--- src/design/qfp_pkg.sv ---
// Shared constants and types for the four-channel input filter block
package qfp_pkg;

  localparam int CLK_PERIOD_NS = 25;

  // Filter times in ns and the derived clock counts
  localparam int T_1US_NS    = 1000;
  localparam int T_3US_NS    = 3000;
  localparam int T_10US_NS   = 10000;
  localparam int T_86US_NS   = 86000;
  localparam int T_342US_NS  = 342000;
  localparam int T_2731US_NS = 2731000;
  localparam int CYC_1US     = (T_1US_NS + CLK_PERIOD_NS - 1) / CLK_PERIOD_NS;
  localparam int CYC_3US     = (T_3US_NS + CLK_PERIOD_NS - 1) / CLK_PERIOD_NS;
  localparam int CYC_10US    = (T_10US_NS + CLK_PERIOD_NS - 1) / CLK_PERIOD_NS;
  localparam int CYC_86US    = (T_86US_NS + CLK_PERIOD_NS - 1) / CLK_PERIOD_NS;
  localparam int CYC_342US   = (T_342US_NS + CLK_PERIOD_NS - 1) / CLK_PERIOD_NS;
  localparam int CYC_2731US  = (T_2731US_NS + CLK_PERIOD_NS - 1) / CLK_PERIOD_NS;

  localparam int CNT_W  = 17;
  localparam int NUM_CH = 4;

  // Permitted delay codes
  localparam logic [7:0] DLY_1US    = 8'h00;
  localparam logic [7:0] DLY_3US    = 8'h02;
  localparam logic [7:0] DLY_10US   = 8'h04;
  localparam logic [7:0] DLY_86US   = 8'h07;
  localparam logic [7:0] DLY_342US  = 8'h09;
  localparam logic [7:0] DLY_2731US = 8'h0C;

  // Diagnostic enable encodings
  localparam logic [7:0] DIAG_OFF = 8'h00;
  localparam logic [7:0] DIAG_ON  = 8'h40;

  // Reset values
  localparam logic [7:0] RST_DIAG_EN = 8'h00;
  localparam logic [7:0] RST_DELAY   = 8'h02;
  localparam logic [3:0] RST_MASK    = 4'h0;

  // Record-set numbers and byte counts
  localparam logic [15:0] REC_DIAG   = 16'h0000;
  localparam logic [15:0] REC_DELAY  = 16'h0001;
  localparam logic [15:0] REC_MASK   = 16'h0080;
  localparam logic [7:0]  REC_DELAY_LEN = 8'h04;
  localparam logic [7:0]  REC_MASK_LEN  = 8'h02;

  // Object index range and subindex range
  localparam logic [15:0] OBJ_FIRST = 16'h3100;
  localparam logic [15:0] OBJ_LAST  = 16'h3106;
  localparam logic [7:0]  SUB_FIRST = 8'h01;
  localparam logic [7:0]  SUB_LAST  = 8'h07;

  // Parameter slots
  localparam logic [2:0] SLOT_DIAG  = 3'h0;
  localparam logic [2:0] SLOT_DLY0  = 3'h1;
  localparam logic [2:0] SLOT_RISE  = 3'h5;
  localparam logic [2:0] SLOT_FALL  = 3'h6;
  localparam logic [2:0] SLOT_NONE  = 3'h7;

  typedef enum logic [1:0] {
    MODE_RECORD,
    MODE_OBJECT,
    MODE_ECAT,
    MODE_SPARE
  } qfp_mode_t;

endpackage : qfp_pkg

--- src/design/qfp_filter.sv ---
// One input delay filter channel
`timescale 1ns/1ps
`default_nettype none

module qfp_filter (
  input  wire logic                       sys_clk,
  input  wire logic                       rst,
  input  wire logic                       ce,
  input  wire logic                       raw,
  input  wire logic [qfp_pkg::CNT_W-1:0]  limit,
  output logic                            level
);

  typedef struct packed {
    logic [qfp_pkg::CNT_W-1:0] cnt;
    logic                      level;
  } qfp_flt_st_t;

  qfp_flt_st_t flt_reg;
  qfp_flt_st_t flt_next;
  logic        fire;

  // Same counter for both directions, so rise and fall are delayed alike
  always_comb begin
    flt_next = flt_reg;
    fire     = 1'b0;
    if (raw == flt_reg.level) begin
      flt_next.cnt = '0;
    end else if (flt_reg.cnt >= limit - 17'h1) begin
      fire           = ce;
      flt_next.level = raw;
      flt_next.cnt   = '0;
    end else begin
      flt_next.cnt = flt_reg.cnt + 17'h1;
    end
  end

  always_ff @(posedge sys_clk or posedge rst) begin
    if (rst) begin
      flt_reg <= '0;
    end else if (ce) begin
      flt_reg <= flt_next;
    end
  end

  assign level = flt_reg.level;

  AST_FLT_HOLD: assert property (@(posedge sys_clk) disable iff (rst)
    $changed(flt_reg.level) |-> $past(fire))
    else $error("Filter level changed before the delay elapsed");

  AST_FLT_COUNT: assert property (@(posedge sys_clk) disable iff (rst)
    (ce && raw == flt_reg.level) |=> flt_reg.cnt == 17'h0)
    else $error("Filter counter not cleared when input matches level");

endmodule : qfp_filter

`default_nettype wire

--- src/design/qfp_top.sv ---
// Four-channel filtered input stage with its parameter set
`timescale 1ns/1ps
`default_nettype none

// What this block does
// Four independent input channels, all usable together.
// Delay code picks filter time 1, 3, 10, 86, 342 or 2731 us.
// Each channel filtered on its own to suppress spikes.
// Same delay applies to rising and falling transitions.
// Diagnostics on at 40h, off at 00h; resets to 00h.
// Host writes diagnostic enable only while system is stopped; the block accepts the write at any time.
// Rising-edge interrupt mask, reset 00h.
// Falling-edge interrupt mask, reset 00h.
// Records: 00h diagnostic, 01h four delays, 80h both masks.
// Object indices 3100h to 3106h in parameter order.
// Ethernet indices 3100h plus slot, subindex 01h to 07h.
// One status light per channel shows its current state.
// Input image bit n is channel n; bits 7 to 4 zero.
// Rising mask bit n enables channel n; upper bits reserved.
// Falling mask bit n enables channel n; upper bits reserved.
// New level passes only after raw input held for the delay.
// Illegal delay code is refused; old code stays.
module qfp_top #(
  parameter logic [qfp_pkg::CNT_W-1:0] CYC_342US  = qfp_pkg::CNT_W'(qfp_pkg::CYC_342US),
  parameter logic [qfp_pkg::CNT_W-1:0] CYC_2731US = qfp_pkg::CNT_W'(qfp_pkg::CYC_2731US)
) (
  input  wire logic               sys_clk,
  input  wire logic               rst,
  input  wire logic               ce,
  input  wire logic [3:0]         input_channel,
  input  wire logic               par_wr,
  input  wire logic               par_rd,
  input  wire qfp_pkg::qfp_mode_t par_mode,
  input  wire logic [15:0]        par_addr,
  input  wire logic [7:0]         par_sub,
  input  wire logic [7:0]         par_wdata,
  input  wire logic [7:0]         ecat_slot,
  output logic [7:0]              par_rdata,
  output logic                    par_ack,
  output logic                    par_err,
  output logic [7:0]              input_image,
  output logic [3:0]              status_led,
  output logic                    diag_active,
  output logic [3:0]              edge_event,
  output logic [3:0]              edge_snapshot
);

  typedef struct packed {
    logic [3:0]      sync1;
    logic [3:0]      sync2;
    logic [7:0]      diag_en;
    logic [3:0][7:0] dly;
    logic [3:0]      rise_mask;
    logic [3:0]      fall_mask;
    logic [7:0]      image;
    logic [3:0]      led;
    logic            diag_act;
    logic [3:0]      evt;
    logic [3:0]      snap;
    logic [7:0]      rdata;
    logic            ack;
    logic            err;
  } qfp_top_st_t;

  localparam qfp_top_st_t RST_ST = '{
    sync1:     4'h0,
    sync2:     4'h0,
    diag_en:   qfp_pkg::RST_DIAG_EN,
    dly:       {4{qfp_pkg::RST_DELAY}},
    rise_mask: qfp_pkg::RST_MASK,
    fall_mask: qfp_pkg::RST_MASK,
    image:     8'h00,
    led:       4'h0,
    diag_act:  1'b0,
    evt:       4'h0,
    snap:      4'h0,
    rdata:     8'h00,
    ack:       1'b0,
    err:       1'b0
  };

  qfp_top_st_t st_reg;
  qfp_top_st_t st_next;
  logic [3:0]  filt;
  logic [3:0]  rise;
  logic [3:0]  fall;
  logic [2:0]  slot;
  logic [15:0] ecat_base;
  logic [3:0][qfp_pkg::CNT_W-1:0] limit;

  function automatic logic code_ok(input logic [7:0] code);
    case (code)
      qfp_pkg::DLY_1US, qfp_pkg::DLY_3US, qfp_pkg::DLY_10US,
      qfp_pkg::DLY_86US, qfp_pkg::DLY_342US, qfp_pkg::DLY_2731US: code_ok = 1'b1;
      default: code_ok = 1'b0;
    endcase
  endfunction : code_ok

  // Decode of the three access schemes onto one slot number
  always_comb begin
    ecat_base = qfp_pkg::OBJ_FIRST + {8'h00, ecat_slot};
    slot      = qfp_pkg::SLOT_NONE;
    case (par_mode)
      qfp_pkg::MODE_RECORD: begin
        if (par_addr == qfp_pkg::REC_DIAG && par_sub == 8'h00) begin
          slot = qfp_pkg::SLOT_DIAG;
        end else if (par_addr == qfp_pkg::REC_DELAY && par_sub < qfp_pkg::REC_DELAY_LEN) begin
          slot = qfp_pkg::SLOT_DLY0 + par_sub[2:0];
        end else if (par_addr == qfp_pkg::REC_MASK && par_sub < qfp_pkg::REC_MASK_LEN) begin
          slot = qfp_pkg::SLOT_RISE + par_sub[2:0];
        end
      end
      qfp_pkg::MODE_OBJECT: begin
        if (par_addr >= qfp_pkg::OBJ_FIRST && par_addr <= qfp_pkg::OBJ_LAST) begin
          slot = par_addr[2:0];
        end
      end
      qfp_pkg::MODE_ECAT: begin
        if (par_addr == ecat_base && par_sub >= qfp_pkg::SUB_FIRST
            && par_sub <= qfp_pkg::SUB_LAST) begin
          slot = par_sub[2:0] - 3'h1;
        end
      end
      default: slot = qfp_pkg::SLOT_NONE;
    endcase
  end

  // Delay code to cycle count; unknown codes never get stored
  always_comb begin
    for (int i = 0; i < qfp_pkg::NUM_CH; i++) begin
      case (st_reg.dly[i])
        qfp_pkg::DLY_1US:    limit[i] = qfp_pkg::CNT_W'(qfp_pkg::CYC_1US);
        qfp_pkg::DLY_3US:    limit[i] = qfp_pkg::CNT_W'(qfp_pkg::CYC_3US);
        qfp_pkg::DLY_10US:   limit[i] = qfp_pkg::CNT_W'(qfp_pkg::CYC_10US);
        qfp_pkg::DLY_86US:   limit[i] = qfp_pkg::CNT_W'(qfp_pkg::CYC_86US);
        qfp_pkg::DLY_342US:  limit[i] = CYC_342US;
        qfp_pkg::DLY_2731US: limit[i] = CYC_2731US;
        default:             limit[i] = qfp_pkg::CNT_W'(qfp_pkg::CYC_3US);
      endcase
    end
  end

  genvar g;
  generate
    for (g = 0; g < qfp_pkg::NUM_CH; g++) begin : g_ch
      qfp_filter u_filter (
        .sys_clk (sys_clk),
        .rst     (rst),
        .ce      (ce),
        .raw     (st_reg.sync2[g]),
        .limit   (limit[g]),
        .level   (filt[g])
      );
    end
  endgenerate

  assign rise = filt & ~st_reg.image[3:0];
  assign fall = ~filt & st_reg.image[3:0];

  always_comb begin
    st_next       = st_reg;
    st_next.ack   = 1'b0;
    st_next.sync1 = input_channel;
    st_next.sync2 = st_reg.sync1;
    st_next.image = {4'h0, filt};
    st_next.led   = filt;
    st_next.diag_act = (st_reg.diag_en == qfp_pkg::DIAG_ON);
    // Events come from the filtered level, so spikes never raise one
    st_next.evt = (rise & st_reg.rise_mask) | (fall & st_reg.fall_mask);
    if (|st_next.evt) begin
      st_next.snap = filt;
    end
    if (par_wr || par_rd) begin
      st_next.ack = 1'b1;
      st_next.err = 1'b0;
      st_next.rdata = 8'h00;
      case (slot)
        qfp_pkg::SLOT_DIAG: begin
          st_next.rdata = st_reg.diag_en;
          if (par_wr) begin
            if (par_wdata == qfp_pkg::DIAG_ON || par_wdata == qfp_pkg::DIAG_OFF) begin
              st_next.diag_en = par_wdata;
            end else begin
              st_next.err = 1'b1;
            end
          end
        end
        3'h1, 3'h2, 3'h3, 3'h4: begin
          st_next.rdata = st_reg.dly[slot - qfp_pkg::SLOT_DLY0];
          if (par_wr) begin
            if (code_ok(par_wdata)) begin
              st_next.dly[slot - qfp_pkg::SLOT_DLY0] = par_wdata;
            end else begin
              st_next.err = 1'b1;
            end
          end
        end
        qfp_pkg::SLOT_RISE: begin
          st_next.rdata = {4'h0, st_reg.rise_mask};
          if (par_wr) begin
            st_next.rise_mask = par_wdata[3:0];
          end
        end
        qfp_pkg::SLOT_FALL: begin
          st_next.rdata = {4'h0, st_reg.fall_mask};
          if (par_wr) begin
            st_next.fall_mask = par_wdata[3:0];
          end
        end
        default: st_next.err = 1'b1;
      endcase
    end
  end

  // Clock enable low freezes every flip-flop including the synchroniser
  always_ff @(posedge sys_clk or posedge rst) begin
    if (rst) begin
      st_reg <= RST_ST;
    end else if (ce) begin
      st_reg <= st_next;
    end
  end

  assign par_rdata     = st_reg.rdata;
  assign par_ack       = st_reg.ack;
  assign par_err       = st_reg.err;
  assign input_image   = st_reg.image;
  assign status_led    = st_reg.led;
  assign diag_active   = st_reg.diag_act;
  assign edge_event    = st_reg.evt;
  assign edge_snapshot = st_reg.snap;

  AST_IMAGE_RSV: assert property (@(posedge sys_clk) disable iff (rst)
    input_image[7:4] == 4'h0 && status_led == input_image[3:0])
    else $error("Image upper bits set or lights disagree with image");

  AST_IMAGE_FOLLOW: assert property (@(posedge sys_clk) disable iff (rst)
    ce |=> input_image[3:0] == $past(filt))
    else $error("Input image does not follow the filtered levels");

  AST_LED: assert property (@(posedge sys_clk) disable iff (rst)
    ce |=> status_led == $past(filt))
    else $error("Status lights do not follow the filtered levels");

  AST_DIAG_ON: assert property (@(posedge sys_clk) disable iff (rst)
    (ce && par_wr && slot == qfp_pkg::SLOT_DIAG && par_wdata == qfp_pkg::DIAG_ON)
      ##1 ce |=> diag_active)
    else $error("Diagnostics not enabled after 40h write");

  AST_BAD_CODE: assert property (@(posedge sys_clk) disable iff (rst)
    (ce && par_wr && slot inside {[3'h1:3'h4]} && !code_ok(par_wdata))
      |=> par_err && par_ack && st_reg.dly == $past(st_reg.dly))
    else $error("Illegal delay code was not refused");

  AST_RISE: assert property (@(posedge sys_clk) disable iff (rst)
    (edge_event & input_image[3:0] & ~$past(st_reg.rise_mask)) == 4'h0)
    else $error("Rising event on a channel whose mask bit is clear");

  AST_FALL: assert property (@(posedge sys_clk) disable iff (rst)
    (edge_event & ~input_image[3:0] & ~$past(st_reg.fall_mask)) == 4'h0)
    else $error("Falling event on a channel whose mask bit is clear");

  AST_REC_MAP: assert property (@(posedge sys_clk) disable iff (rst)
    (par_mode == qfp_pkg::MODE_RECORD && par_addr == qfp_pkg::REC_MASK && par_sub == 8'h01)
      |-> slot == qfp_pkg::SLOT_FALL)
    else $error("Record 80h byte 1 not mapped to the falling mask");

  AST_OBJ_MAP: assert property (@(posedge sys_clk) disable iff (rst)
    (par_mode == qfp_pkg::MODE_OBJECT && par_addr == 16'h3103) |-> slot == 3'h3)
    else $error("Object index 3103h not mapped to channel 2 delay");

  AST_ECAT_MAP: assert property (@(posedge sys_clk) disable iff (rst)
    (par_mode == qfp_pkg::MODE_ECAT && par_sub == 8'h00) |-> slot == qfp_pkg::SLOT_NONE)
    else $error("Ethernet subindex 00h accepted");

  COV_RISE_EVT: cover property (@(posedge sys_clk) disable iff (rst) |(edge_event & input_image[3:0]));
  COV_FALL_EVT: cover property (@(posedge sys_clk) disable iff (rst) |(edge_event & ~input_image[3:0]));
  COV_BAD_CODE: cover property (@(posedge sys_clk) disable iff (rst) par_ack && par_err);
  COV_DIAG: cover property (@(posedge sys_clk) disable iff (rst) $rose(diag_active));

endmodule : qfp_top

`default_nettype wire

--- config.mk ---
export PLATFORM = sky130hd
export DESIGN_NAME = qfp_top
export DESIGN_NICKNAME = d
export VERILOG_FILES = /design/src/design/qfp_pkg.sv /design/src/design/qfp_filter.sv /design/src/design/qfp_top.sv
export SDC_FILE = /design/constraint.sdc
export NUM_CORES = 1
export LEC_CHECK = 0
export ABC_CLOCK_PERIOD_IN_PS = 4850
export BUFFER_PORTS_ARGS = -buffer_cell sky130_fd_sc_hd__clkbuf_2
export CAP_MARGIN = 30
export CORE_MARGIN = 5
export CORE_UTILIZATION = 41
export CTS_CLUSTER_SIZE = 8
export DETAILED_ROUTE_END_ITERATION = 10
export PLACE_DENSITY = 0.67
export SYNTH_ARGS = -nofsm -noshare
export SYNTH_HDL_FRONTEND = slang
export SYNTH_SLANG_ARGS = --single-unit
--- constraint.sdc ---
create_clock -name sys_clk -period 4.85 [get_ports sys_clk]
set_input_delay 0.2425 -clock sys_clk [delete_from_list [all_inputs] [get_ports sys_clk]]
set_output_delay 0.2425 -clock sys_clk [all_outputs]
set_load 0.1 [all_outputs]
# After elaboration in Yosys (flattened, before gate mapping)
# Index checks and enable logic that the tools add are counted.
# totals
reg_bits	151
elab_cells	164
out_inout_bits	31
# classes
reduce_logical	32
n_bitwise	11
order_cmp	12
n_eq_ne	38
addsub	13
mux	34
# ops
op	count
$pmux 17 s5	4
$mux 17	8
$eq 8x3->1 const B	10
$eq 8x4->1 const B	10
$add 17x1->17 const B	4
$ge 17x17->1	4
$sub 17x1->17 const B	4
$logic_not 8->1	6
$bwmux 32	1
$pmux 8 s4	1
$and 4x4->4	4
$bmux 8 s2	1
$demux 8 s2	1
$eq 16x1->1 const B	1
$eq 16x15->1	1
$eq 16x8->1 const B	1
$eq 8x7->1 const B	2
$ge 16x14->1 const B	1
$le 16x14->1 const B	1
$logic_not 16->1	1
$mux 8	2
$add 14x8->15 const A	1
$mux 3	5
$reduce_and 3->1	4
other kinds (33)	62

# Logic depth before layout (Yosys ltp)
# Gate-level depths: netlist of the first run.
# depth
word_depth	14
ltp_mapped	20
depth_no_buf	18

# Hierarchy
# Synthesis of the first run repeated with hierarchy kept, for this count alone.
# unflattened
hier_cells	1265
area_unflattened_um2	11647.4
# by_module_without_submodules
mod	area_per_inst_um2	n_inst	cells_each
qfp_filter	1666.6	4	188
qfp_top	4981.0	1	513

# Least setup slack after synthesis of the first run
# No wires, ideal clock.
# synth_timing
kind	input to register
start	input par_sub[6]
end	register st_reg[57] in the netlist's numbering
path_stages	13
n_path_buf	2
arrival_ns	3.729
t_required_ns	4.722
setup_slack_ns	0.994
setup_ns	0.128
path_cell_list	or4_4 or4_4 nor4_2 a21oi_1 o31ai_4 inv_1 ha_1 clkbuf_1 or3_1 mux2_2 and3_1 buf_2 mux2_1
# synth_via
elab_chain_cells	12
elab_cells_between_ends	28
classes_between	add/sub (1); order compare (6); eq/ne (4); mux (8); reduce/logical (9)
# synth_rtl
item	line	source
start, declared	qfp_top.sv:35	input wire logic [7:0] par_sub,
$lt 8x2->1	qfp_top.sv:109	end else if (par_addr == qfp_pkg::REC_MASK && par_sub < qfp_pkg::REC_MASK_LEN) begin
$logic_and 1x1->1	qfp_top.sv:109	
$mux 3	qfp_top.sv:109	
$mux 3	qfp_top.sv:107	end else if (par_addr == qfp_pkg::REC_DELAY && par_sub < qfp_pkg::REC_DELAY_LEN) begin
$mux 3	qfp_top.sv:105	if (par_addr == qfp_pkg::REC_DIAG && par_sub == 8'h00) begin
$pmux 3 s3 *	qfp_top.sv:103	case (par_mode)
$sub 3x1->3	qfp_top.sv:192	st_next.dly[slot - qfp_pkg::SLOT_DLY0] = par_wdata;
$ge 3x1->1 (not written as such) or $lt 3x3->1 (tied branches)	qfp_top.sv:192	
$logic_and 1x1->1 (not written as such)	qfp_top.sv:192	
$mux 8 (not written as such)	qfp_top.sv:192	
$demux 8 s2	qfp_top.sv:192	
$bwmux 32	qfp_top.sv:192	
end signal, assigned	qfp_top.sv:220	st_reg <= st_next;
end, declared	qfp_top.sv:82	qfp_top_st_t st_reg;
# Mark *: on every way between the ends. The rest lies on a longest branch, timed or not.
# A chain may end at the register's enable or synchronous reset.

# Worst setup path after layout of the first run
# layout_timing
start	register st_reg[56] in the netlist's numbering
end	register g_ch[2].u_filter.flt_reg[5] in the netlist's numbering
# layout_via
elab_chain_cells	6
elab_cells_between_ends	10
classes_between	add/sub (1); order compare (1); eq/ne (4); mux (3); reduce/logical (1)
# layout_rtl
item	line	source
$eq 8x4->1 (tied with other cells)	qfp_top.sv:131	case (st_reg.dly[i])
$pmux 17 s5 *	qfp_top.sv:131	
$sub 17x1->17 *	qfp_filter.sv:29	end else if (flt_reg.cnt >= limit - 17'h1) begin
$ge 17x17->1 *	qfp_filter.sv:29	
$mux 17 *	qfp_filter.sv:29	
$mux 17 *	qfp_filter.sv:27	if (raw == flt_reg.level) begin
end signal, assigned	qfp_filter.sv:42	flt_reg <= flt_next;
end, declared	qfp_filter.sv:19	qfp_flt_st_t flt_reg;
# Marked as above.

==> results.py, run 1 <==
metrics = {
    "outcome": {
        "status": "complete, no violations",
    },
    "power_and_ir_drop": {
        "swShare_pct": 32.7,
        "switchingPower_mw": 1.09,
        "power_frac_comb_pct": 17.4,
        "total_power_mw": 3.32,
        "p_int_mw": 2.24,
        "p_leak_nw": 5.25,
        "p_seq_share_pct": 42.2,
        "power.clock.fraction_pct": 40.4,
        "vdd_drop_max_mv": 0.208,
        "p_per_area_nw_per_um2": 301,
    },
    "timing": {
        "rsz0062_at_grt": "no",
        "tightest_slew_ns": 0.909,
        "clock_skew_ns": 0.00973,
        "fmax_mhz": 244,
        "relSlewSlack_pct": 39.4,
        "setup_total_negative_slack_ns": 0,
        "setup_slack_ns": 0.758,
        "setup_viol": 0,
        "post-route-period-util_pct": 84.4,
        "min_period_ns": 4.09,
        "slew_viol_final": 0,
        "hold_violations": 0,
    },
    "min_path": {
        "hp-start": "input_channel[3]",
        "hp-class": "in -> reg",
    },
    "synth": {
        "yosys_warnings": 0,
        "synth.distinct_cells": 67,
        "syn_inst": 1036,
        "ys_async_sr_fraction_pct": 100,
        "synth_area_sq_um": 9870,
        "postSynthAreaPerCell_sq_um": 9.52,
        "ys_seq_area_share_pct": 38.4,
        "synth.area.top_cells": "dfrtp_1 37%, ha_1 9.5%, mux2_2 5.4%",
        "synth_top_area_share_pct": 37.3,
        "synth.largest_area_cell": "dfrtp_1",
        "ys_seq_elements": 151,
        "synth_enable_flop_cells": 0,
        "synth_flop_cell": "dfrtp_1",
    },
    "placement": {
        "pre_cts_ws_ns": 0.605,
        "globalplace.congestion": 0.838,
        "place_hpwl_microns": 16700,
        "dpl_cell_area_sq_um": 10400,
        "io_buffers": 77,
    },
    "final_layout": {
        "nets": 1214,
        "drive_gt1_share_pct": 17.6,
        "finalInstanceArea_sq_um": 11000,
        "largest_register_ffs": 68,
        "register_area_sq_um": 3780,
        "fillers": 2264,
        "multi_input_area_sq_um": 5650,
        "syn_to_final_growth_pct": 11.9,
    },
    "worst_setup_path": {
        "worstSetupPathType": "reg -> reg",
        "crit_required_ns": 5.23,
        "r2r-start": "st_reg[56]",
        "cp-end-kind": "register",
        "critPathLaunchType": "register",
        "worstPathMaxFanout": 16,
        "crit_start": "st_reg[56]",
        "cp_data_arrival_time_ns": 4.47,
    },
    "clock_network": {
        "cts_max_level": 4,
        "cts_max_path_buffers": 2,
        "cts-root-buf": "clkbuf_16",
        "cts_tree": "yes",
        "cts_buffers": 17,
        "insertion_delay_ns": 0.44,
        "cts.sinks": 151,
        "post-cts-setup-buffers": 0,
        "clk_pin_slew_worst_paths_ns": 0.07,
    },
    "floorplan": {
        "std_cell_rows": 56,
        "die_h_microns": 165,
        "num_io_pins": 82,
        "die_x_microns": 165,
        "core-area_sq_um": 23600,
        "start_util_pct": 41.8,
        "dieArea_sq_um": 27300,
    },
    "global_route": {
        "grt_start_max_net_pins": 86,
        "grt_pass1_wl_microns": 39600,
        "grt_overflow": 0,
        "grt_pass1_vias": 7969,
        "antenna_found_initial": 1,
        "track_usage_pct": 17.8,
    },
    "job": {
        "maxCapViolations": 0,
    },
    "drt": {
        "drtPass1Iterations": 5,
        "drtIter0Drc": 533,
        "via_per_inst": 5.61,
        "wirelength_microns": 23100,
        "vias": 7966,
        "ant_nets": 0,
        "drcViolationCount": 0,
        "wl_per_cell_microns": 16.3,
    },
}
cells in the final DEF, fill, tap and decap left out, types with 15 or more instances in the layout:
cell type  synthesis  final
nor2b_1           36     36
buf_4             28     16
and2_1            20     20
clkbuf_2           0     77
clkbuf_16          0     17
mux2_2            47     47
dfrtp_1          147    147
a22o_1            59     59
nand4_1           15     15
nor2_1            77     77
inv_1             24     23
ha_1              75     75
nand3_1           47     47
and3_1            37     37
a21o_1            19     19
o21ai_0           75     75
a21oi_1           33     33
nand2_1           79     79
nor3_1            30     30
path summary, 6_finish.rpt:
kind,slack [ns],endpoint,cells after the start
worst max register to register,0.76,g_ch[2].u_filter.flt_reg[5],19
worst min register to register,0.51,st_next[79],1
min in group asynchronous,0.42,st_next[81],3
worst min-delay path,0.03,st_next[82],2
max in group asynchronous,3.20,st_reg[60],4
worst max-delay path,0.76,g_ch[2].u_filter.flt_reg[5],19
stage by stage:
stage,hold WS (ns),utilization (%),std cells
CTS,0.0258,46.7,1420
detailed placement,0.363,44.2,1387
global route,0.0356,46.7,1421
global placement,0.353,44.2,1387
floorplan,0.393,-,1042
finish,0.0349,46.7,1421
cell usage after synthesis, types with 3 or more instances:
cell type  count
xor2_1        11
mux2i_1        5
mux4_2         7
nor2_1        77
nor4_2         3
nand3_1       47
nand4_1       15
buf_4         28
a21o_1        19
dfrtp_1      147
o31ai_1        4
a21oi_1       33
or3_1          3
a221oi_1       9
o21bai_1       5
nor3_1        30
and2_1        20
mux2_2        47
dfstp_2        4
o22ai_1        4
o21ai_0       75
a22o_1        59
o2bb2ai_1      9
nand3b_1       6
and3_1        37
mux2_1         8
nand2_1       79
nand2b_1       8
or4_1          3
clkbuf_1      34
ha_1          75
nor2b_1       36
inv_1         24
xnor2_1        7
buf_1          3
nor4_1        12
final cells by class:
type / count / share of cell area, %
clock inverters: 15 / 1.46
well taps: 319 / 3.62
multi-input cells: 799 / 51.2
flip-flops and latches: 151 / 34.3
inverters: 25 / 0.895
diodes: 1 / 0.0227
repair buffers: 94 / 4.67
clock buffers: 17 / 3.85
power groups by stage:
| stage | clock [mW] | combinational, mW | sequential (mW) |
|---|---|---|---|
| after floorplan | 0 | 0.453 | 1.41 |
| after global placement | 0 | 0.572 | 1.42 |
| after detailed placement | 0 | 0.581 | 1.43 |
| after CTS | 1.36 | 0.583 | 1.40 |
| after global routing | 1.42 | 0.639 | 1.41 |
| final | 1.34 | 0.579 | 1.40 |
worst max-delay path: stages, from the launching register on:
cell and delay (ns):
dfstp_2 0.59, nor2_1 0.08, a22o_1 0.25, a22o_1 0.19, nand2_1 0.13, inv_1 0.06
ha_1 0.20, nand2b_1 0.07, nand3_1 0.09, ha_1 0.31, a21o_1 0.18, a21oi_1 0.15
o22ai_1 0.10, a211oi_1 0.27, o21ai_0 0.20, a211o_1 0.32, buf_4 0.19, nor2_1 0.24
buf_4 0.23, a22o_1 0.16
timing repair:
| item | in CTS | in global routing |
|---|---|---|
| hold buffers | 1 | 0 |
| gates resized for setup | 0 | 0 |
| endpoints found under the hold margin | 57 | 0 |
per-layer routing:
layer	part of all wire, %	vias up	wire length, microns	GRT usage (%)
li1	-	3915	-	-
met1	47	3854	10900	24.1
met2	47	161	10800	28.8
met3	4.0	36	915	3.45
met4	2.3	0	535	5.90
met5	0	-	0	0
cells by family (layout without fill, tap and decap cells):
family	count (synthesis)	count (layout)	share of synthesized area, %
other	2	9	0.0761
AO/OA/AOI/OAI	244	244	17.2
flip-flops	151	151	38.4
multiplexers	67	67	8.38
AND/OR/NAND/NOR	387	387	20.2
XOR/XNOR	18	18	1.60
adder cells (fa/ha/maj)	75	75	9.51
buffers and inverters	92	151	4.59
Note: power is estimated with default switching activity, not from simulation.
==> run 2: changes to the inputs <==
--- a/config.mk
+++ b/config.mk
@@ -5,14 +5,15 @@
 export SDC_FILE = /design/constraint.sdc
 export NUM_CORES = 1
 export LEC_CHECK = 0
-export ABC_CLOCK_PERIOD_IN_PS = 4850
+export ABC_AREA = 1
+export ABC_CLOCK_PERIOD_IN_PS = 3650
 export BUFFER_PORTS_ARGS = -buffer_cell sky130_fd_sc_hd__clkbuf_2
 export CAP_MARGIN = 30
 export CORE_MARGIN = 5
 export CORE_UTILIZATION = 41
 export CTS_CLUSTER_SIZE = 8
 export DETAILED_ROUTE_END_ITERATION = 10
-export PLACE_DENSITY = 0.67
+export PLACE_DENSITY = 0.69
 export SYNTH_ARGS = -nofsm -noshare
 export SYNTH_HDL_FRONTEND = slang
 export SYNTH_SLANG_ARGS = --single-unit
==> constraint.sdc (replaced) <==
create_clock -name sys_clk -period 3.65 [get_ports sys_clk]
set_input_delay 0.1825 -clock sys_clk [delete_from_list [all_inputs] [get_ports sys_clk]]
set_output_delay 0.1825 -clock sys_clk [all_outputs]
set_load 0.1 [all_outputs]
==> results.py, run 2 <==
metrics = {
    "synth": {
        "yosysMostFrequentCell": "nand2_1",
        "synth_area_sq_um": 10400,
        "postSynthAreaPerCell_sq_um": 7.59,
        "synth_common_cells": "270 x nand2_1, 219 x inv_1, 147 x dfrtp_1",
        "syn_inst": 1372,
        "synth.largest_area_cell": "dfrtp_1",
        "ys_async_sr_fraction_pct": 100,
        "synth_flop_cell": "dfrtp_1",
        "synth_enable_flop_cells": 0,
        "synth.distinct_cells": 53,
        "ys_seq_elements": 151,
        "synth_top_area_share_pct": 35.3,
        "synth.area.top_cells": "dfrtp_1 35%, nand2_1 9.7%, ha_1 9.0%",
        "yosys_warnings": 0,
        "ys_seq_area_share_pct": 36.3,
    },
    "power_and_ir_drop": {
        "p_per_area_nw_per_um2": 453,
        "switchingPower_mw": 2.15,
        "vdd_drop_max_mv": 0.425,
        "p_int_mw": 3.14,
        "p_leak_nw": 5.67,
        "power_frac_comb_pct": 29.6,
        "p_seq_share_pct": 38.9,
        "power.clock.fraction_pct": 31.5,
        "swShare_pct": 40.6,
    },
    "clock_network": {
        "cts_max_path_buffers": 2,
        "insertion_delay_ns": 0.43,
        "cts-root-buf": "clkbuf_16",
        "cts_buffers": 17,
        "post-cts-setup-buffers": 0,
        "cts_max_level": 4,
        "cts_tree": "yes",
        "cts.sinks": 151,
        "clk_pin_slew_worst_paths_ns": 0.07,
    },
    "placement": {
        "dp_cells": 1745,
        "globalplace.congestion": 0.896,
        "io_buffers": 77,
        "pre_cts_ws_ns": 0.169,
        "dpl_cell_area_sq_um": 11000,
        "place_hpwl_microns": 18400,
    },
    "timing": {
        "fmax_mhz": 299,
        "setup_viol": 0,
        "tightest_slew_ns": 0.703,
        "min_period_ns": 3.34,
        "slew_viol_final": 0,
        "post-route-period-util_pct": 91.5,
        "hold_violations": 0,
        "setup_total_negative_slack_ns": 0,
        "relSlewSlack_pct": 53.0,
        "setup_slack_ns": 0.310,
        "clock_skew_ns": 0.00960,
    },
    "min_path": {
        "hp-class": "in -> reg",
    },
    "drt": {
        "vias": 8952,
        "ant_nets": 0,
        "wl_per_cell_microns": 13.7,
        "drcViolationCount": 0,
        "drtPass1Iterations": 6,
        "drtIter0Drc": 511,
        "wirelength_microns": 24400,
        "via_per_inst": 5.02,
    },
    "floorplan": {
        "die_x_microns": 169,
        "std_cell_rows": 58,
        "num_io_pins": 82,
        "die_h_microns": 169,
        "core-area_sq_um": 25100,
        "start_util_pct": 41.5,
        "dieArea_sq_um": 28700,
    },
    "global_route": {
        "antenna_found_initial": 1,
        "grt_start_max_net_pins": 84,
        "grt_pass1_wl_microns": 41400,
        "grt_overflow": 0,
        "grt_pass1_vias": 8784,
        "track_usage_pct": 17.3,
    },
    "worst_setup_path": {
        "cp-end-kind": "register",
        "cp_data_arrival_time_ns": 3.63,
        "worstSetupPathType": "reg -> reg",
        "crit_required_ns": 3.94,
        "worstPathMaxFanout": 17,
        "critPathLaunchType": "register",
    },
    "final_layout": {
        "final_cells": 1783,
        "finalInstanceArea_sq_um": 11700,
        "drive_gt1_share_pct": 13.6,
        "final_common_cell": "nand2_1",
        "largest_register_ffs": 68,
        "syn_to_final_growth_pct": 12.1,
        "layout_common_cells": "268 x nand2_1, 218 x inv_1, 147 x dfrtp_1",
        "nets": 1565,
    },
    "outcome": {
        "status": "complete, no violations",
    },
    "job": {
        "maxCapViolations": 0,
    },
}
-- run 2: changes by cell type after synthesis, moves of 37 or more --
cell / before / now
and3_1: 37 / 0
a22o_1: 59 / 0
o22ai_1: 4 / 50
nor2_1: 77 / 134
nand2_1: 79 / 270
mux2_2: 47 / 3
inv_1: 24 / 219
-- run 2: stage by stage --
stage | utilization, % | hold slack (ns) | power, mW
after global routing | 46.5 | 0.00863 | 5.56
final | 46.5 | 0.0292 | 5.29
after CTS | 46.3 | 0.0127 | 5.34
after floorplan | - | 0.299 | 3.42
after global placement | 43.8 | 0.317 | 3.62
after detailed placement | 43.8 | 0.316 | 3.65
-- run 2: routing by layer --
metal	global-route usage, %	wire, microns	vias to the layer above
li1	-	-	4577
met2	28.6	11300	182
met3	3.80	1010	29
met4	4.17	413	0
met5	0	0	-
met1	23.3	11700	4164
-- run 2: power groups by stage --
stage               registers [mW]  logic (mW)  clock network (mW)
global placement              2.08        1.54                   0
detailed placement            2.09        1.56                   0
CTS                           2.06        1.57                1.71
global route                  2.09        1.69                1.78
finish                        2.06        1.56                1.67
floorplan                     2.05        1.37                   0
-- run 2: logic make-up after synthesis --
logic type               Yosys count  share of synthesized area (%)
AND/OR/NAND/NOR                  602                           26.5
buffers and inverters            284                           12.1
AO/OA/AOI/OAI                    204                           11.3
flip-flops                       151                           36.3
adder cells (fa/ha/maj)           75                           9.01
XOR/XNOR                          48                           4.04
multiplexers                       6                          0.613
other                              2                         0.0721
-- run 2: cell type report --
cell class / count / area [sq um]
fillers: 2549 / 13400
multi-input cells: 943 / 5450
flip-flops and latches: 151 / 3780
inverters: 225 / 853
repair buffers: 101 / 616
clock buffers: 20 / 467
well taps: 330 / 413
clock inverters: 12 / 92.6
diodes: 1 / 2.50
-- run 2: path summary, 6_finish.rpt --
path,from,to,slack [ns],depth (start not counted)
setup / recovery,st_reg[54],g_ch[1].u_filter.flt_reg[16],0.31,20
hold / removal,par_wdata[6],st_reg[77],0.03,2
setup reg to reg,st_reg[54],g_ch[1].u_filter.flt_reg[16],0.31,20
hold reg to reg,st_next[79],st_next[79],0.48,2
max in group asynchronous,rst,st_reg[48],2.37,4
min in group asynchronous,rst,g_ch[2].u_filter.flt_reg[2],0.40,3
-- run 2: worst max-delay path, cell delays in order, from the launching register on --
cell	delay, ns
dfrtp_1	0.40
nor4_2	0.36
inv_1	0.11
nor3_2	0.17
inv_1	0.08
nor2_1	0.22
nor3_1	0.12
inv_1	0.07
ha_1	0.13
inv_1	0.06
xor2_1	0.18
inv_1	0.06
ha_1	0.26
nand4_1	0.13
nor3_1	0.15
nand3_1	0.09
nand3_1	0.09
a21oi_1	0.05
o211ai_1	0.09
buf_4	0.25
o22ai_1	0.12
-- run 2: what timing repair did --
item                                    CTS  global route
endpoints found under the hold margin    31             0
hold buffers                              5             0
gates resized for setup                   0            11
endpoints found under the setup margin    0            67
==> run 3: changes to the inputs <==
--- a/config.mk
+++ b/config.mk
@@ -5,7 +5,7 @@
 export SDC_FILE = /design/constraint.sdc
 export NUM_CORES = 1
 export LEC_CHECK = 0
-export ABC_AREA = 1
+export ABC_AREA = 0
 export ABC_CLOCK_PERIOD_IN_PS = 3650
 export BUFFER_PORTS_ARGS = -buffer_cell sky130_fd_sc_hd__clkbuf_2
 export CAP_MARGIN = 30
==> results.py, run 3 (synthesized netlist as in run 1, its figures left out) <==
metrics = {
    "final_layout": {
        "nets": 1256,
        "post-route-util_pct": 49.1,
        "final_common_cell": "dfrtp_1",
        "syn_to_final_growth_pct": 17.4,
        "fillers": 2149,
        "drive_gt1_share_pct": 22.4,
        "layout_common_cells": "146 x dfrtp_1, 79 x nand2_1, 77 x clkbuf_2",
        "largest_register_ffs": 68,
    },
    "floorplan": {
        "core-area_sq_um": 23600,
        "num_io_pins": 82,
        "std_cell_rows": 56,
        "dieArea_sq_um": 27300,
        "die_x_microns": 165,
        "die_h_microns": 165,
        "start_util_pct": 41.8,
    },
    "clock_network": {
        "clk_pin_slew_worst_paths_ns": 0.06,
        "cts-root-buf": "clkbuf_16",
        "cts_buffers": 17,
        "cts_tree": "yes",
        "cts_max_path_buffers": 2,
        "cts_max_level": 4,
        "cts.sinks": 151,
        "insertion_delay_ns": 0.43,
    },
    "worst_setup_path": {
        "critPathTopFamily": "compound AO/OA/AOI/OAI gates",
        "cp-end-kind": "register",
        "slowest_stage": "dfstp_2",
        "cp_data_arrival_time_ns": 3.77,
        "path_cells": "nand2_1 -> o22ai_1 -> a32o_2 -> nand2_1 -> inv_1 -> ha_1 -> inv_1 -> xnor2_1 -> ha_1 -> a21o_1 -> a21o_1 -> a21oi_1 -> o21ai_1 -> a2111oi_4 -> nor3_1 -> o31ai_1 -> mux2_2",
        "cpPeakStageDelay_ns": 0.57,
        "critPathLaunchType": "register",
        "path_buf_inv": 2,
        "worstSetupPathType": "reg -> reg",
        "worstPathMaxFanout": 5,
        "crit_required_ns": 3.95,
    },
    "timing": {
        "fmax_mhz": 289,
        "min_period_ns": 3.46,
        "clock_skew_ns": 0.0167,
        "slew_viol_final": 0,
        "post-route-period-util_pct": 94.9,
        "hold_violations": 0,
        "relSlewSlack_pct": 49.1,
        "setup_viol": 0,
        "tightest_slew_ns": 0.754,
    },
    "global_route": {
        "grt_pass1_vias": 8047,
        "grt_overflow": 0,
        "grt_pass1_wl_microns": 40400,
        "antenna_found_initial": 3,
        "grt_start_max_net_pins": 68,
        "track_usage_pct": 18.0,
    },
    "min_path": {
        "hp-class": "in -> reg",
    },
    "power_and_ir_drop": {
        "vdd_drop_max_mv": 0.247,
        "p_per_area_nw_per_um2": 395,
        "total_power_mw": 4.58,
        "p_leak_nw": 5.52,
    },
    "drt": {
        "drtIter0Drc": 546,
        "drtPass1Iterations": 5,
        "wirelength_microns": 23900,
        "wl_per_cell_microns": 16.3,
        "via_per_inst": 5.56,
        "vias": 8132,
        "ant_nets": 0,
        "drcViolationCount": 0,
    },
    "outcome": {
        "status": "complete, no violations",
    },
    "placement": {
        "place_hpwl_microns": 17400,
        "globalplace.congestion": 0.849,
        "io_buffers": 77,
    },
    "job": {
        "maxCapViolations": 0,
    },
}
-- run 3: changes by cell type in the layout (fill, tap and decap cells not counted), moves of 28 or more --
cell	previous run	this run
nand2_1	268	79
nor2b_1	0	36
buf_4	16	48
a22o_1	0	59
and3_1	0	35
inv_1	218	22
mux2_2	3	46
xor2_1	39	11
o22ai_1	50	4
nor2_1	134	76
-- run 3: final timing paths --
check | startpoint | to | slack [ns] | depth (start not counted)
max in group asynchronous | rst | st_reg[40] | 2.63 | 5
worst min-delay path | input_channel[0] | st_next[79] | 0.01 | 2
min in group asynchronous | rst | g_ch[0].u_filter.flt_reg[4] | 0.36 | 4
worst min register to register | par_ack | par_ack | 0.49 | 1
worst max register to register | st_reg[40] | g_ch[0].u_filter.level | 0.19 | 17
worst max-delay path | st_reg[40] | g_ch[0].u_filter.level | 0.19 | 17
-- run 3: metrics by stage --
step                      TNS [ns]  worst slack [ns]  instances  hold WS (ns)  instance area, sq um
final                            0             0.188       1463        0.0149                 11600
after global routing        -0.200           -0.0360       1462       0.00893                 11600
after CTS                        0           0.00310       1451     0.0000738                 11400
after detailed placement   -0.0397           -0.0397       1414         0.426                 10700
after global placement           0            0.0342       1414         0.422                 10700
after floorplan             -0.264           -0.0632       1042         0.333                  9990
-- run 3: routing by layer --
layer | track usage [%] | share of wire (%) | wire, microns
met1 | 25.1 | 47 | 11200
met2 | 28.9 | 47 | 11100
met3 | 3.82 | 4.9 | 1170
met4 | 4.31 | 1.5 | 349
met5 | 0 | 0.11 | 27
-- run 3: power by group --
group	switching [mW]	internal, mW	leakage, nW
combinational	0.559	0.302	3.17
sequential	0.104	1.75	2.04
clock	0.753	1.11	0.300
total	1.42	3.16	5.52
-- run 3: area by class of cell --
cell class / count / area, sq um / share of cell area (%)
clock inverters: 13 / 171 / 1.48
repair buffers: 136 / 890 / 7.68
inverters: 25 / 97.6 / 0.842
well taps: 319 / 399 / 3.44
multi-input cells: 799 / 5800 / 50.0
clock buffers: 19 / 443 / 3.82
flip-flops and latches: 151 / 3780 / 32.7
diodes: 1 / 2.50 / 0.0216
-- run 3: what timing repair did --
action,4_1_cts,5_1_grt
gates cloned,0,1
endpoints found under the hold margin,42,0
pin swaps,0,9
hold buffers,5,0
endpoints found under the setup margin,2,62
setup buffers,0,9
resized for setup,1,28
-- run 3: worst register-to-register path, delay by kind of cell (launching register included) --
| family | cells | cell delay, ns |
|---|---|---|
| buffers and inverters | 2 | 0.12 |
| XOR/XNOR | 1 | 0.13 |
| AO/OA/AOI/OAI | 8 | 1.64 |
| flip-flops | 1 | 0.57 |
| adder cells (fa/ha/maj) | 2 | 0.30 |
| AND/OR/NAND/NOR | 3 | 0.23 |
| multiplexers | 1 | 0.37 |
